`config.mk`:
```
export PLATFORM = sky130hd
export DESIGN_NAME = lfgfc_top
export DESIGN_NICKNAME = d
export VERILOG_FILES = /design/src/verilog/lfgfc_pkg.sv /design/src/verilog/lfgfc_short_if.sv /design/src/verilog/lfgfc_debounce.sv /design/src/verilog/lfgfc_short_det.sv /design/src/verilog/lfgfc_top.sv
export SDC_FILE = /design/constraint.sdc
export NUM_CORES = 1
export LEC_CHECK = 0
export BUFFER_PORTS_ARGS = -buffer_cell sky130_fd_sc_hd__buf_4
export CAP_MARGIN = 20
export CORE_ASPECT_RATIO = 0.7
export CORE_MARGIN = 5
export CORE_UTILIZATION = 45
export DETAILED_ROUTE_END_ITERATION = 16
export SYNTH_ARGS = -nofsm -noshare
export SYNTH_HDL_FRONTEND = slang
export SYNTH_SLANG_ARGS = --single-unit
```
`constraint.sdc`:
```
create_clock -name clock -period 18.8 [get_ports clock]
set_clock_uncertainty 0.1 [all_clocks]
set_input_delay 0.94 -clock clock [delete_from_list [all_inputs] [get_ports clock]]
set_output_delay 0.94 -clock clock [all_outputs]
set_load 0.02 [all_outputs]
```
`src/verilog/lfgfc_pkg.sv`:
```
// Shared constants, timing figures and gamma table of the LED fade and fault controller
package lfgfc_pkg;

    // ****************************************
    // Clock and widths
    // ****************************************
    localparam int CLK_MHZ  = 32'hc8;              // 200 MHz
    localparam int NCH      = 32'h3;               // Output channels
    localparam int NFADE    = 32'h2;               // Channels with fade
    localparam int NDEB     = 32'h3;               // Two enables and the dimming input
    localparam int CNT_W    = 32'h17;              // Debounce and short timers
    localparam int STEP_W   = 32'h20;
    localparam int IDX_W    = 32'h6;
    localparam int LVL_W    = 32'ha;
    localparam int TEMP_W   = 32'h8;
    localparam int KOHM_W   = 32'hc;

    // ****************************************
    // Timing figures and derived cycle counts
    // ****************************************
    localparam int DEBOUNCE_MS           = 32'h25;       // 37 ms
    localparam int DEBOUNCE_CYC          = DEBOUNCE_MS * 32'h3e8 * CLK_MHZ;
    localparam int SHORT_DETECT_MS       = 32'h5;        // 5 ms
    localparam int SHORT_DETECT_CYC      = SHORT_DETECT_MS * 32'h3e8 * CLK_MHZ;
    localparam int FADE_TENTH_US_PER_OHM = 32'h19;       // 2.5 us per ohm
    localparam int FADE_CYC_PER_KOHM     = FADE_TENTH_US_PER_OHM * CLK_MHZ * 32'h64;
    localparam int INSTANT_FADE_US       = 32'h46;       // 70 us
    localparam int INSTANT_FADE_CYC      = INSTANT_FADE_US * CLK_MHZ;
    localparam int GAMMA_LAST            = 32'h3e;       // 62 steps between 63 levels
    localparam int STEP_CYC_PER_KOHM     = FADE_CYC_PER_KOHM / GAMMA_LAST;
    localparam int INSTANT_STEP_CYC      = INSTANT_FADE_CYC / GAMMA_LAST;
    localparam int PWM_FREQ_HZ           = 32'hdc;       // 220 Hz
    localparam int PWM_TICK_CYC          = (CLK_MHZ * 32'hf4240) / (PWM_FREQ_HZ * 32'h3e8);

    // ****************************************
    // Levels and thermal thresholds
    // ****************************************
    localparam logic [IDX_W-1:0]  IDX_TOP        = 6'h3e;
    localparam logic [LVL_W-1:0]  LVL_FULL       = 10'h3e8;   // 1000 per mille
    localparam logic [LVL_W-1:0]  PHASE_LAST     = 10'h3e7;
    localparam logic [LVL_W-1:0]  PWM_TICK_LAST  = LVL_W'(PWM_TICK_CYC - 1);
    localparam logic [TEMP_W-1:0] TEMP_ROLLBACK  = 8'h91;     // 145 C
    localparam logic [TEMP_W-1:0] TEMP_SHUTDOWN  = 8'haf;     // 175 C
    localparam logic [15:0]       ROLL_PER_C     = 16'h26;    // 3.8 % per C in per mille
    localparam logic [15:0]       ROLL_FLOOR     = 16'h32;    // 5 % in per mille
    localparam logic [15:0]       ROLL_FULL      = 16'h3e8;

    // Gamma corrected intensity, per mille of full current
    localparam logic [LVL_W-1:0] GAMMA [0:62] = '{
        10'h000, 10'h002, 10'h004, 10'h006, 10'h008, 10'h00a, 10'h00c, 10'h010,
        10'h014, 10'h018, 10'h01c, 10'h020, 10'h024, 10'h02a, 10'h030, 10'h036,
        10'h03c, 10'h042, 10'h048, 10'h050, 10'h058, 10'h060, 10'h068, 10'h070,
        10'h078, 10'h082, 10'h08c, 10'h096, 10'h0a0, 10'h0aa, 10'h0b4, 10'h0c2,
        10'h0d0, 10'h0de, 10'h0ec, 10'h0fa, 10'h108, 10'h11a, 10'h12c, 10'h13e,
        10'h150, 10'h162, 10'h174, 10'h18a, 10'h1a0, 10'h1b6, 10'h1cc, 10'h1e2,
        10'h1f8, 10'h216, 10'h234, 10'h252, 10'h270, 10'h28e, 10'h2ac, 10'h2d2,
        10'h2f8, 10'h31e, 10'h344, 10'h36a, 10'h392, 10'h3bc, 10'h3e8
    };

    function automatic logic [LVL_W-1:0] gamma_level(input logic [IDX_W-1:0] idx);
        gamma_level = (idx > IDX_TOP) ? LVL_FULL : GAMMA[idx];
    endfunction

endpackage

```
`src/verilog/lfgfc_short_if.sv`:
```
// Output-low comparator levels and short fault flags between controller and detector
`timescale 1ns/1ps
interface lfgfc_short_if;
    logic [lfgfc_pkg::NCH-1:0] outLow;
    logic [lfgfc_pkg::NCH-1:0] shortFault;
    modport det (input outLow, output shortFault);
    modport ctl (output outLow, input shortFault);
endinterface

```
`src/verilog/lfgfc_debounce.sv`:
```
// Debouncer for the two channel enables and the shared dimming input
`timescale 1ns/1ps
module lfgfc_debounce #(
    parameter int CYCLES = lfgfc_pkg::DEBOUNCE_CYC
) (
    // Clock and reset
    input  logic                       clock,
    input  logic                       resetn,
    // Raw and settled levels
    input  logic [lfgfc_pkg::NDEB-1:0] rawIn,
    output logic [lfgfc_pkg::NDEB-1:0] stableOut
);
    typedef struct packed {
        logic [lfgfc_pkg::NDEB-1:0]                       stable;
        logic [lfgfc_pkg::NDEB-1:0][lfgfc_pkg::CNT_W-1:0] cnt;
    } lfgfc_deb_t;

    localparam logic [lfgfc_pkg::CNT_W-1:0] CNT_LAST = lfgfc_pkg::CNT_W'(CYCLES - 1);

    lfgfc_deb_t state_reg;
    lfgfc_deb_t state_next;

    always_comb begin
        state_next = state_reg;
        for (int i = 0; i < lfgfc_pkg::NDEB; i++) begin
            if (rawIn[i] == state_reg.stable[i]) begin
                state_next.cnt[i] = '0;
            end else if (state_reg.cnt[i] == CNT_LAST) begin
                state_next.stable[i] = rawIn[i];
                state_next.cnt[i]    = '0;
            end else begin
                state_next.cnt[i] = state_reg.cnt[i] + 1'b1;
            end
        end
    end

    always_ff @(posedge clock or negedge resetn) begin
        if (!resetn) begin
            state_reg <= '0;
        end else begin
            state_reg <= state_next;
        end
    end

    assign stableOut = state_reg.stable;

    property p_deb_hold;
        @(posedge clock) disable iff (!resetn)
        state_reg.cnt[0] != CNT_LAST |=> $stable(state_reg.stable[0]);
    endproperty
    a_deb_hold: assert property (p_deb_hold) else $error("enable changed before debounce");

endmodule // lfgfc_debounce

```
`src/verilog/lfgfc_short_det.sv`:
```
// Short-to-ground detector: output held low for the detection time raises a fault
`timescale 1ns/1ps
module lfgfc_short_det #(
    parameter int CYCLES = lfgfc_pkg::SHORT_DETECT_CYC
) (
    // Clock and reset
    input  logic         clock,
    input  logic         resetn,
    // Comparator levels in, fault flags out
    lfgfc_short_if.det   det
);
    typedef struct packed {
        logic [lfgfc_pkg::NCH-1:0]                       fault;
        logic [lfgfc_pkg::NCH-1:0][lfgfc_pkg::CNT_W-1:0] cnt;
    } lfgfc_sd_t;

    localparam logic [lfgfc_pkg::CNT_W-1:0] CNT_LAST = lfgfc_pkg::CNT_W'(CYCLES - 1);

    lfgfc_sd_t state_reg;
    lfgfc_sd_t state_next;

    always_comb begin
        state_next = state_reg;
        for (int i = 0; i < lfgfc_pkg::NCH; i++) begin
            if (!det.outLow[i]) begin
                state_next.fault[i] = 1'b0;
                state_next.cnt[i]   = '0;
            end else if (state_reg.cnt[i] == CNT_LAST) begin
                state_next.fault[i] = 1'b1;
            end else begin
                state_next.cnt[i] = state_reg.cnt[i] + 1'b1;
            end
        end
    end

    always_ff @(posedge clock or negedge resetn) begin
        if (!resetn) begin
            state_reg <= '0;
        end else begin
            state_reg <= state_next;
        end
    end

    assign det.shortFault = state_reg.fault;

    property p_sd_set;
        @(posedge clock) disable iff (!resetn)
        $rose(state_reg.fault[0]) |-> $past(state_reg.cnt[0]) == CNT_LAST;
    endproperty
    a_sd_set: assert property (p_sd_set) else $error("short flagged too early");

    property p_sd_clear;
        @(posedge clock) disable iff (!resetn)
        !det.outLow[0] |=> !state_reg.fault[0];
    endproperty
    a_sd_clear: assert property (p_sd_clear) else $error("short not released");

endmodule // lfgfc_short_det

```
`src/verilog/lfgfc_top.sv`:
```
// LED fade, undervoltage, short and thermal controller for a three-channel linear driver
`timescale 1ns/1ps
module lfgfc_top #(
    parameter int DEBOUNCE_CYCLES = lfgfc_pkg::DEBOUNCE_CYC,
    parameter int SHORT_CYCLES    = lfgfc_pkg::SHORT_DETECT_CYC,
    parameter int STEP_PER_KOHM   = lfgfc_pkg::STEP_CYC_PER_KOHM
) (
    // Clock and reset
    input  logic                          clock,
    input  logic                          resetn,
    // Switch inputs: bits 0 and 1 fade, bit 2 direct
    input  logic [lfgfc_pkg::NCH-1:0]     channelEnableInputs,
    input  logic                          dimmingIn,
    // Fade time programming in kilo-ohm, zero when grounded
    input  logic [lfgfc_pkg::KOHM_W-1:0]  fadeUpTimeSet,
    input  logic [lfgfc_pkg::KOHM_W-1:0]  fadeDownTimeSet,
    // Supply comparators
    input  logic                          supplyBelowUpper,
    input  logic                          supplyBelowLower,
    input  logic                          supplyAboveRecover,
    // Die temperature in degrees C
    input  logic [lfgfc_pkg::TEMP_W-1:0]  dieTempC,
    // Output voltage below the short detect threshold
    input  logic [lfgfc_pkg::NCH-1:0]     outBelowShortThreshold,
    // Current source controls
    output logic [lfgfc_pkg::NCH-1:0]     ledChannelOutputs,
    output logic [lfgfc_pkg::NCH-1:0]     currentClamp,
    output logic [lfgfc_pkg::LVL_W-1:0]   currentScale,
    // Open-drain fault flag
    input  logic                          faultFlagNIn,
    output logic                          faultFlagNOut,
    output logic                          faultFlagNOe
);

    // ****************************************
    // State
    // ****************************************
    typedef struct packed {
        logic [lfgfc_pkg::NFADE-1:0]                          enLatch;
        logic [lfgfc_pkg::NDEB-1:0]                           debPrev;
        logic                                                 lockout;
        logic                                                 thermShut;
        logic [lfgfc_pkg::NFADE-1:0][lfgfc_pkg::IDX_W-1:0]    idx;
        logic [lfgfc_pkg::NFADE-1:0][lfgfc_pkg::STEP_W-1:0]   stepCnt;
        logic [lfgfc_pkg::LVL_W-1:0]                          pwmTick;
        logic [lfgfc_pkg::LVL_W-1:0]                          pwmPhase;
        logic [lfgfc_pkg::NCH-1:0]                            ledOn;
        logic [lfgfc_pkg::NCH-1:0]                            clamp;
        logic [lfgfc_pkg::LVL_W-1:0]                          scale;
        logic                                                 faultOe;
    } lfgfc_state_t;

    lfgfc_state_t                 state_reg;
    lfgfc_state_t                 state_next;
    logic [lfgfc_pkg::NDEB-1:0]   debounced;
    logic [lfgfc_pkg::NFADE-1:0]  enEvt;
    logic                         dimEvt;
    logic                         faultSense;

    lfgfc_short_if shortIf ();

    // Cycles per gamma step for a programming value
    function automatic logic [lfgfc_pkg::STEP_W-1:0] step_limit(
        input logic [lfgfc_pkg::KOHM_W-1:0] kohm
    );
        if (kohm == '0) begin
            step_limit = lfgfc_pkg::STEP_W'(lfgfc_pkg::INSTANT_STEP_CYC);
        end else begin
            step_limit = lfgfc_pkg::STEP_W'(kohm) * lfgfc_pkg::STEP_W'(STEP_PER_KOHM);
        end
    endfunction

    // ****************************************
    // Submodules
    // ****************************************
    // Debounce runs whatever the fade settings are
    lfgfc_debounce #(
        .CYCLES    (DEBOUNCE_CYCLES)
    ) uDebounce (
        .clock     (clock),
        .resetn    (resetn),
        .rawIn     ({dimmingIn, channelEnableInputs[1:0]}),
        .stableOut (debounced)
    );

    assign shortIf.outLow = outBelowShortThreshold;

    lfgfc_short_det #(
        .CYCLES (SHORT_CYCLES)
    ) uShortDet (
        .clock  (clock),
        .resetn (resetn),
        .det    (shortIf)
    );

    assign enEvt  = debounced[1:0] ^ state_reg.debPrev[1:0];
    assign dimEvt = debounced[2] ^ state_reg.debPrev[2];

    // ****************************************
    // Next state
    // ****************************************
    always_comb begin
        logic [lfgfc_pkg::STEP_W-1:0] limit;
        logic [15:0]                  drop;
        logic                         runOk;
        limit      = '0;
        drop       = '0;
        runOk      = 1'b0;
        state_next = state_reg;
        state_next.debPrev = debounced;

        // Undervoltage lockout with hysteresis
        if (supplyBelowUpper) begin
            state_next.lockout = 1'b1;
        end else if (supplyAboveRecover) begin
            state_next.lockout = 1'b0;
        end

        // Thermal shutdown latch
        if (dieTempC > lfgfc_pkg::TEMP_SHUTDOWN) begin
            state_next.thermShut = 1'b1;
        end else if (dieTempC < lfgfc_pkg::TEMP_ROLLBACK) begin
            state_next.thermShut = 1'b0;
        end

        // Enable latches: own enable first, shared dimming otherwise
        for (int ch = 0; ch < lfgfc_pkg::NFADE; ch++) begin
            if (enEvt[ch]) begin
                state_next.enLatch[ch] = debounced[ch];
            end else if (dimEvt) begin
                state_next.enLatch[ch] = debounced[2];
            end
        end
        if (state_next.thermShut) begin
            state_next.enLatch = '0;
        end

        // Fade ramp, one gamma index per step interval
        for (int ch = 0; ch < lfgfc_pkg::NFADE; ch++) begin
            limit = state_next.enLatch[ch] ? step_limit(fadeUpTimeSet)
                                           : step_limit(fadeDownTimeSet);
            if ((state_next.enLatch[ch] && state_reg.idx[ch] != lfgfc_pkg::IDX_TOP) ||
                (!state_next.enLatch[ch] && state_reg.idx[ch] != '0)) begin
                if (state_reg.stepCnt[ch] >= limit - 1'b1) begin
                    state_next.stepCnt[ch] = '0;
                    if (state_next.enLatch[ch]) begin
                        state_next.idx[ch] = state_reg.idx[ch] + 1'b1;
                    end else begin
                        state_next.idx[ch] = state_reg.idx[ch] - 1'b1;
                    end
                end else begin
                    state_next.stepCnt[ch] = state_reg.stepCnt[ch] + 1'b1;
                end
            end else begin
                state_next.stepCnt[ch] = '0;
            end
        end

        // Deep undervoltage drops back to power-on default
        if (supplyBelowLower) begin
            state_next.enLatch = '0;
            state_next.idx     = '0;
            state_next.stepCnt = '0;
        end

        // Internal PWM: 1000 phases per period
        if (state_reg.pwmTick == lfgfc_pkg::PWM_TICK_LAST) begin
            state_next.pwmTick  = '0;
            state_next.pwmPhase = (state_reg.pwmPhase == lfgfc_pkg::PHASE_LAST) ? '0
                                : state_reg.pwmPhase + 1'b1;
        end else begin
            state_next.pwmTick = state_reg.pwmTick + 1'b1;
        end

        // Thermal rollback in per mille of nominal current
        if (dieTempC <= lfgfc_pkg::TEMP_ROLLBACK) begin
            state_next.scale = lfgfc_pkg::LVL_FULL;
        end else begin
            drop = (16'(dieTempC) - 16'(lfgfc_pkg::TEMP_ROLLBACK)) * lfgfc_pkg::ROLL_PER_C;
            if (drop > lfgfc_pkg::ROLL_FULL - lfgfc_pkg::ROLL_FLOOR) begin
                state_next.scale = '0;
            end else begin
                state_next.scale = lfgfc_pkg::LVL_W'(lfgfc_pkg::ROLL_FULL - drop);
            end
        end

        // Output gating
        runOk = !state_next.lockout && !state_next.thermShut && state_next.scale != '0;
        for (int ch = 0; ch < lfgfc_pkg::NFADE; ch++) begin
            state_next.ledOn[ch] = runOk && (state_next.pwmPhase <
                                   lfgfc_pkg::gamma_level(state_next.idx[ch]));
        end
        state_next.ledOn[2] = runOk && channelEnableInputs[2];

        // Short clamp and fault flag
        state_next.clamp   = shortIf.shortFault;
        state_next.faultOe = (|shortIf.shortFault) || state_next.thermShut;
    end

    always_ff @(posedge clock or negedge resetn) begin
        if (!resetn) begin
            state_reg <= '0;
        end else begin
            state_reg <= state_next;
        end
    end

    // ****************************************
    // Outputs
    // ****************************************
    assign ledChannelOutputs = state_reg.ledOn;
    assign currentClamp      = state_reg.clamp;
    assign currentScale      = state_reg.scale;
    assign faultFlagNOut     = 1'b0;
    assign faultFlagNOe      = state_reg.faultOe;
    assign faultSense        = faultFlagNIn;

    // ****************************************
    // Checks
    // ****************************************
    property p_uv_off;
        @(posedge clock) disable iff (!resetn)
        supplyBelowUpper |=> state_reg.ledOn == '0;
    endproperty
    a_uv_off: assert property (p_uv_off) else $error("sources on in lockout");

    property p_uv_keep;
        @(posedge clock) disable iff (!resetn)
        supplyBelowUpper && !supplyBelowLower && debounced == state_reg.debPrev &&
        !state_reg.thermShut && dieTempC <= lfgfc_pkg::TEMP_SHUTDOWN
        |=> $stable(state_reg.enLatch);
    endproperty
    a_uv_keep: assert property (p_uv_keep) else $error("latch lost in lockout");

    property p_uv_reset;
        @(posedge clock) disable iff (!resetn)
        supplyBelowLower |=> state_reg.enLatch == '0 && state_reg.idx == '0;
    endproperty
    a_uv_reset: assert property (p_uv_reset) else $error("latch kept below lower");

    property p_recover;
        @(posedge clock) disable iff (!resetn)
        state_reg.lockout && !supplyAboveRecover |=> state_reg.lockout;
    endproperty
    a_recover: assert property (p_recover) else $error("lockout left early");

    property p_prec;
        @(posedge clock) disable iff (!resetn)
        enEvt[0] && dimEvt && !supplyBelowLower && dieTempC < lfgfc_pkg::TEMP_ROLLBACK
        |=> state_reg.enLatch[0] == $past(debounced[0]);
    endproperty
    a_prec: assert property (p_prec) else $error("dimming beat enable");

    property p_step;
        @(posedge clock) disable iff (!resetn)
        $changed(state_reg.idx[0]) |-> state_reg.idx[0] == $past(state_reg.idx[0]) + 1'b1 ||
        state_reg.idx[0] == $past(state_reg.idx[0]) - 1'b1 || state_reg.idx[0] == '0;
    endproperty
    a_step: assert property (p_step) else $error("fade index jumped");

    property p_top;
        @(posedge clock) disable iff (!resetn)
        state_reg.idx[0] == lfgfc_pkg::IDX_TOP && state_reg.enLatch[0] &&
        debounced == state_reg.debPrev && !state_reg.lockout && !supplyBelowUpper &&
        !state_reg.thermShut && dieTempC < lfgfc_pkg::TEMP_ROLLBACK
        |=> state_reg.ledOn[0];
    endproperty
    a_top: assert property (p_top) else $error("full level not continuous");

    property p_clamp;
        @(posedge clock) disable iff (!resetn)
        shortIf.shortFault[0] |=> state_reg.clamp[0] && faultFlagNOe;
    endproperty
    a_clamp: assert property (p_clamp) else $error("short not reported");

    property p_roll;
        @(posedge clock) disable iff (!resetn)
        dieTempC > lfgfc_pkg::TEMP_ROLLBACK + 8'h19 |=> currentScale == '0 &&
        ledChannelOutputs == '0;
    endproperty
    a_roll: assert property (p_roll) else $error("rollback floor missed");

    property p_shut;
        @(posedge clock) disable iff (!resetn)
        dieTempC > lfgfc_pkg::TEMP_SHUTDOWN |=> ledChannelOutputs == '0 && faultFlagNOe;
    endproperty
    a_shut: assert property (p_shut) else $error("shutdown not taken");

    property p_block;
        @(posedge clock) disable iff (!resetn)
        state_reg.thermShut && dieTempC >= lfgfc_pkg::TEMP_ROLLBACK
        |=> state_reg.thermShut && state_reg.enLatch == '0;
    endproperty
    a_block: assert property (p_block) else $error("restart while hot");

    property p_od;
        @(posedge clock) disable iff (!resetn)
        faultFlagNOe |-> !faultFlagNOut;
    endproperty
    a_od: assert property (p_od) else $error("fault flag driven high");

    c_full: cover property (@(posedge clock) disable iff (!resetn)
        state_reg.idx[0] == lfgfc_pkg::IDX_TOP);
    c_short: cover property (@(posedge clock) disable iff (!resetn)
        $rose(state_reg.clamp[0]));
    c_shut: cover property (@(posedge clock) disable iff (!resetn)
        $fell(state_reg.thermShut) && faultSense);
    c_uvreset: cover property (@(posedge clock) disable iff (!resetn)
        supplyBelowLower && $past(state_reg.enLatch) != '0);

endmodule // lfgfc_top

```
# After elaboration in Yosys (flattened, before gate mapping)
# Memory sizes are Yosys's and may differ from the RTL's.
# Index checks and enable logic that the tools add are counted.
# word_totals
ram_bits,0
n_memories,2
romBits,1280
latchBits,0
ff_bits,264
# op_classes
n_mul,3
div,0
n_eq_ne,19
shift,0
n_mux,54
bitwise,7
add_sub_neg,18
reduce_logical,25
magnitude_cmp,12
# mem_list
name,depth,word_bits,rd,rd_clocked_by_memory_dff,wr,line_no,text
(name not given),64,10,1,0,0,lfgfc_pkg.sv:61,gamma_level = (idx > IDX_TOP) ? LVL_FULL : GAMMA[idx];
(name not given),64,10,1,0,0,lfgfc_pkg.sv:61,
# ops
cell,count
$mux 23,12
$mux 32,6
$add 23x1->23 const B,6
$mux 10,11
$mux 76,1
$eq 23x20->1 const B,3
$eq 23x23->1 const B,3
$add 32x1->32 const B,2
$ge 32x32->1,2
$sub 32x1->32 const B,2
$mux 25,2
$mul 12x6->18 const B,2
$mux 6,6
$logic_not 12->1,2
$add 10x1->10 const B,2
$eq 10x10->1 const B,2
$lt 10x10->1,2
$gt 16x10->1 const B,1
$mul 16x5->15 const B,1
$ge 7x7->1 const B,2
$mux 1,14
$not 6->7,2
$add 6x1->6 const B,2
$gt 6x6->1 const B,2
other kinds (21),48

# Longest topological paths before layout
# logic_depth
word_depth,17
ltp_mapped,45
mapped_depth_nobuf,43

# Modules after synthesis
# From an unflattened synthesis, not the netlist that was laid out.
# hier_totals
hier_cells,2599
area_unflattened_um2,22525.4
# by_module_without_submodules
mod,instances,cells_per_inst,area_per_inst_um2,seq_area_each_um2
lfgfc_top,1,1800,14990.6,2977.9
lfgfc_short_det,1,418,3854.9,1801.7
lfgfc_debounce,1,381,3679.8,1801.7

# Worst setup path before layout
# No wires, ideal clock.
# synth_path
path_type,input to register
from,input port fadeDownTimeSet[3] (netlist name)
to,"register state_reg, in the netlist ledChannelOutputs[1]"
t_required_ns,18.635
path_slack_ns,9.018
arrival_ns,9.617
cell_stages,39
cell_sequence,inv_1 > fa_1 > inv_1 > fa_1 > inv_1 > fa_1 > inv_1 > ha_1 > a21o_1 > a211oi_1 > or3_1 > and2_0 > a21o_1 > a21oi_1 > nand3b_1 > or4_1 > or3_1 > or2_2 > [3 not listed] > o221ai_1 > a211oi_2 > a21oi_2 > a22oi_1 > buf_2 > ha_1 > clkbuf_1 > a211oi_1 > a311oi_1 > a311oi_1 > a311oi_1 > ha_1 > a21o_1 > a21o_1 > a21oi_1 > nor2_1 > a211oi_1 > o211a_1
# synth_rtl
item,line_no,text
from (decl),lfgfc_top.sv:16,"input logic [lfgfc_pkg::KOHM_W-1:0] fadeDownTimeSet,"
to (signal assigned),lfgfc_top.sv:204,state_reg <= state_next;
to (decl),lfgfc_top.sv:53,lfgfc_state_t state_reg;

==> run_results.csv <==
group,metric,value,unit
outcome,status,"finished clean",
synthesis,netlist_area,22400,um^2
final_layout,stdcell_count,3271,
job,cap_viol_max_count,0,
place,pre_cts_ws,7110,ps
sta,finalCriticalPeriod,11250,ps
place,dp.cells,3215,
worst_setup_path,startpoint_type,"primary input",
cts,numCtsBuffers,29,
drt,firstDrtPassIters,6,
cts,clock-sinks,263,
worst_setup_path,worstSetupPathType,"primary input to flip-flop",
global_routing,grt_pass1_vias,17600,
place,gp_routability_congestion,0.912,
drt,routedWlPerCell,16.2,um
global_routing,grt_pass1_wl,89700,um
drt,vias,18300,
cts,insertion_delay,590,ps
global_routing,grt_max_degree,146,
die,rows,68,
sta,worst_pin_slew,923,ps
drt,viasPerCell,5.59,
cts,clockBufferDepth,3,
worst_setup_path,cp_slowest_cell,"nor2_1",
global_routing,grt.overflow.total,0,
final_layout,syn_to_final_growth,8.66,%
drt,antenna_left,0,
worst_setup_path,cp_max_fo,11,
worst_setup_path,critPathRequiredTime,19210,ps
final_layout,drive_gt1_share,6.64,%
synthesis,yosys.area.top_type_share,29.4,%
worst_setup_path,path_buf_inv,6,
synthesis,synth_edf_count,0,
synthesis,ys_ff_latch,263,
cts,cts_resized,0,
sta,finalSetupTns,0,ps
synthesis,synth_area_leader_cell,"dfrtp_1",
cts,cts_htree_levels,1,
sta,timing.slew.headroom,38.0,%
synthesis,synth_area_leaders,"dfrtp_1 (29%), ha_1 (11%), fa_1 (6.2%)",
die,fp.dieArea,54400,um^2
cts,cts_hold_buf,0,
final_layout,largest_reg_flops,103,
synthesis,avgSynthCellArea,8.73,um^2
die,io_pins,63,
place,hpwlAfterDp,39600,um
cts,clockRootBuffer,"clkbuf_16",
synthesis,synth_ff_type,"dfrtp_1",
synthesis,yosysWarnings,0,
sta,grt_setup_unrepaired,"false",
place,port_buffers,59,
worst_setup_path,max_stage_delay,710,ps
drt,wl,53000,um
worst_setup_path,endpoint_kind,"flip-flop",
die,core_area,49300,um^2
cts,clk_pin_slew_worst_paths,60,ps
sta,setup_viol,0,
sta,clock.fmax,88.9,MHz
final_layout,nNetsFinal,2901,
final_layout,multiInputGateArea,14700,um^2
global_routing,grt_usage,19.2,%
final_layout,diodes,0,
cts,cts_setup_buffers,0,
die,die_w,277,um
synthesis,yosysSeqAreaShare,29.4,%
synthesis,synth_cells,2567,
worst_hold_path,hp-class,"flip-flop to flip-flop",
drt,drt_iter0_drc,1243,
die,initial_utilization,45.5,%
final_layout,fillers,4680,
final_layout,regArea,6580,um^2
worst_setup_path,crit_family,"compound AO/OA/AOI/OAI gates",
power_and_ir_drop,peakVddDrop,70.1,uV
synthesis,synth_cell_types,93,
cts,cts_tree,"done",
die,die_y,197,um
worst_setup_path,critical_path_arrival,11660,ps
sta,report.final.slew_viol_count,0,
sta,hold_violations,0,
synthesis,async_reset_ff_share,100,%
sta,whs,302,ps
power_and_ir_drop,p_leak,11.0,nW
sta,layout_setup_ws,7550,ps
global_routing,antenna_found_initial,1,
drt,drc,0,
power_and_ir_drop,power_density,93.2,nW/um^2
sta,min_period_over_period,59.9,%
-- layout make-up --
class                      count  share of cell area [%]
clock inverter                10                   0.396
timing repair buffer          71                    2.37
inverter                     200                    3.08
multi-input combinational   2020                    60.2
clock buffer                  42                    3.47
sequential                   263                    27.0
tap                          665                    3.42
-- metal layers --
layer	vias to the layer above	track usage [%]	wire length (um)
li1	8977	-	-
met1	8794	29.4	27200
met2	433	29.3	22200
met3	69	2.79	2740
met4	2	3.35	818
met5	-	0	13
-- layout by cell type (no fill, tap or decap), types with 56 or more instances in the layout --
cell type  count
a21oi_1      111
and2_1        77
buf_4         66
dfrtp_1      263
fa_1          69
ha_1         202
inv_1        193
nand2_1      196
nand3_1      131
nor2_1       258
nor3_1        56
o21ai_0      102
xnor2_1      155
xor2_1       120
-- cells in the mapped netlist (all sizes together) (22+ instances only) --
cell type	number
nand4	41
a21o	27
fa	69
or3	36
nand3	131
nor3	59
dfrtp	263
a211oi	22
inv	200
xnor2	155
nor2	259
nor4	28
and3	54
o21ai	107
buf	37
nand2	196
xor2	120
and2	79
clkbuf	48
ha	202
a21oi	112
-- power by group --
group	total (mW)	switching, mW	internal, mW
combinational	1.12	0.688	0.436
clock	0.569	0.244	0.325
sequential	0.575	0.00378	0.571
-- cells by family (layout without fill, tap and decap cells) --
logic type / after synthesis / after routing / share of synthesized area, %
AOI/OAI and AO/OA: 454 / 454 / 13.5
xor gates and xnor gates: 275 / 275 / 10.7
adders and majority gates: 271 / 271 / 17.4
buffers and inverters: 285 / 323 / 5.23
DFF: 263 / 263 / 29.4
muxes: 30 / 30 / 1.49
other: 1 / 2 / 0.0167
and+or+nand+nor: 988 / 988 / 22.2
-- worst reg2reg max path, delay by kind of cell, from the launching register on --
family                   cells  cell delay, ps
AO/OA/AOI/OAI               15            3380
adder cells (fa/ha/maj)      3             870
buffers and inverters        3             900
flip-flops                   1             460
multiplexers                 2             880
AND/OR/NAND/NOR             11            2660
-- final timing paths --
path,from,to,slack (ps),depth (start not counted)
max in group asynchronous,resetn,ledChannelOutputs[0]$_DFF_PN0_,16900,2
setup reg to reg,uDebounce.stableOut[2]$_DFFE_PN0P_,ledChannelOutputs[0]$_DFF_PN0_,9450,34
hold / removal,uShortDet.det.shortFault[2]$_DFFE_PN0P_,currentClamp[2]$_DFF_PN0_,300,0
min in group asynchronous,resetn,uShortDet.state_reg[68]$_DFFE_PN0P_,360,1
setup / recovery,fadeUpTimeSet[3],ledChannelOutputs[0]$_DFF_PN0_,7550,41
hold reg to reg,uShortDet.det.shortFault[2]$_DFFE_PN0P_,currentClamp[2]$_DFF_PN0_,300,0
-- metrics by stage --
step	utilization (%)	power (mW)	instance area [um^2]
3_5_place_dp	47.4	1.68	23400
2_1_floorplan	-	1.41	22400
3_3_place_gp	47.4	1.66	23400
4_1_cts	49.3	2.27	24300
5_1_grt	49.4	2.43	24300
6_report	49.4	2.27	24300
Power figures use the tool's default switching activity.
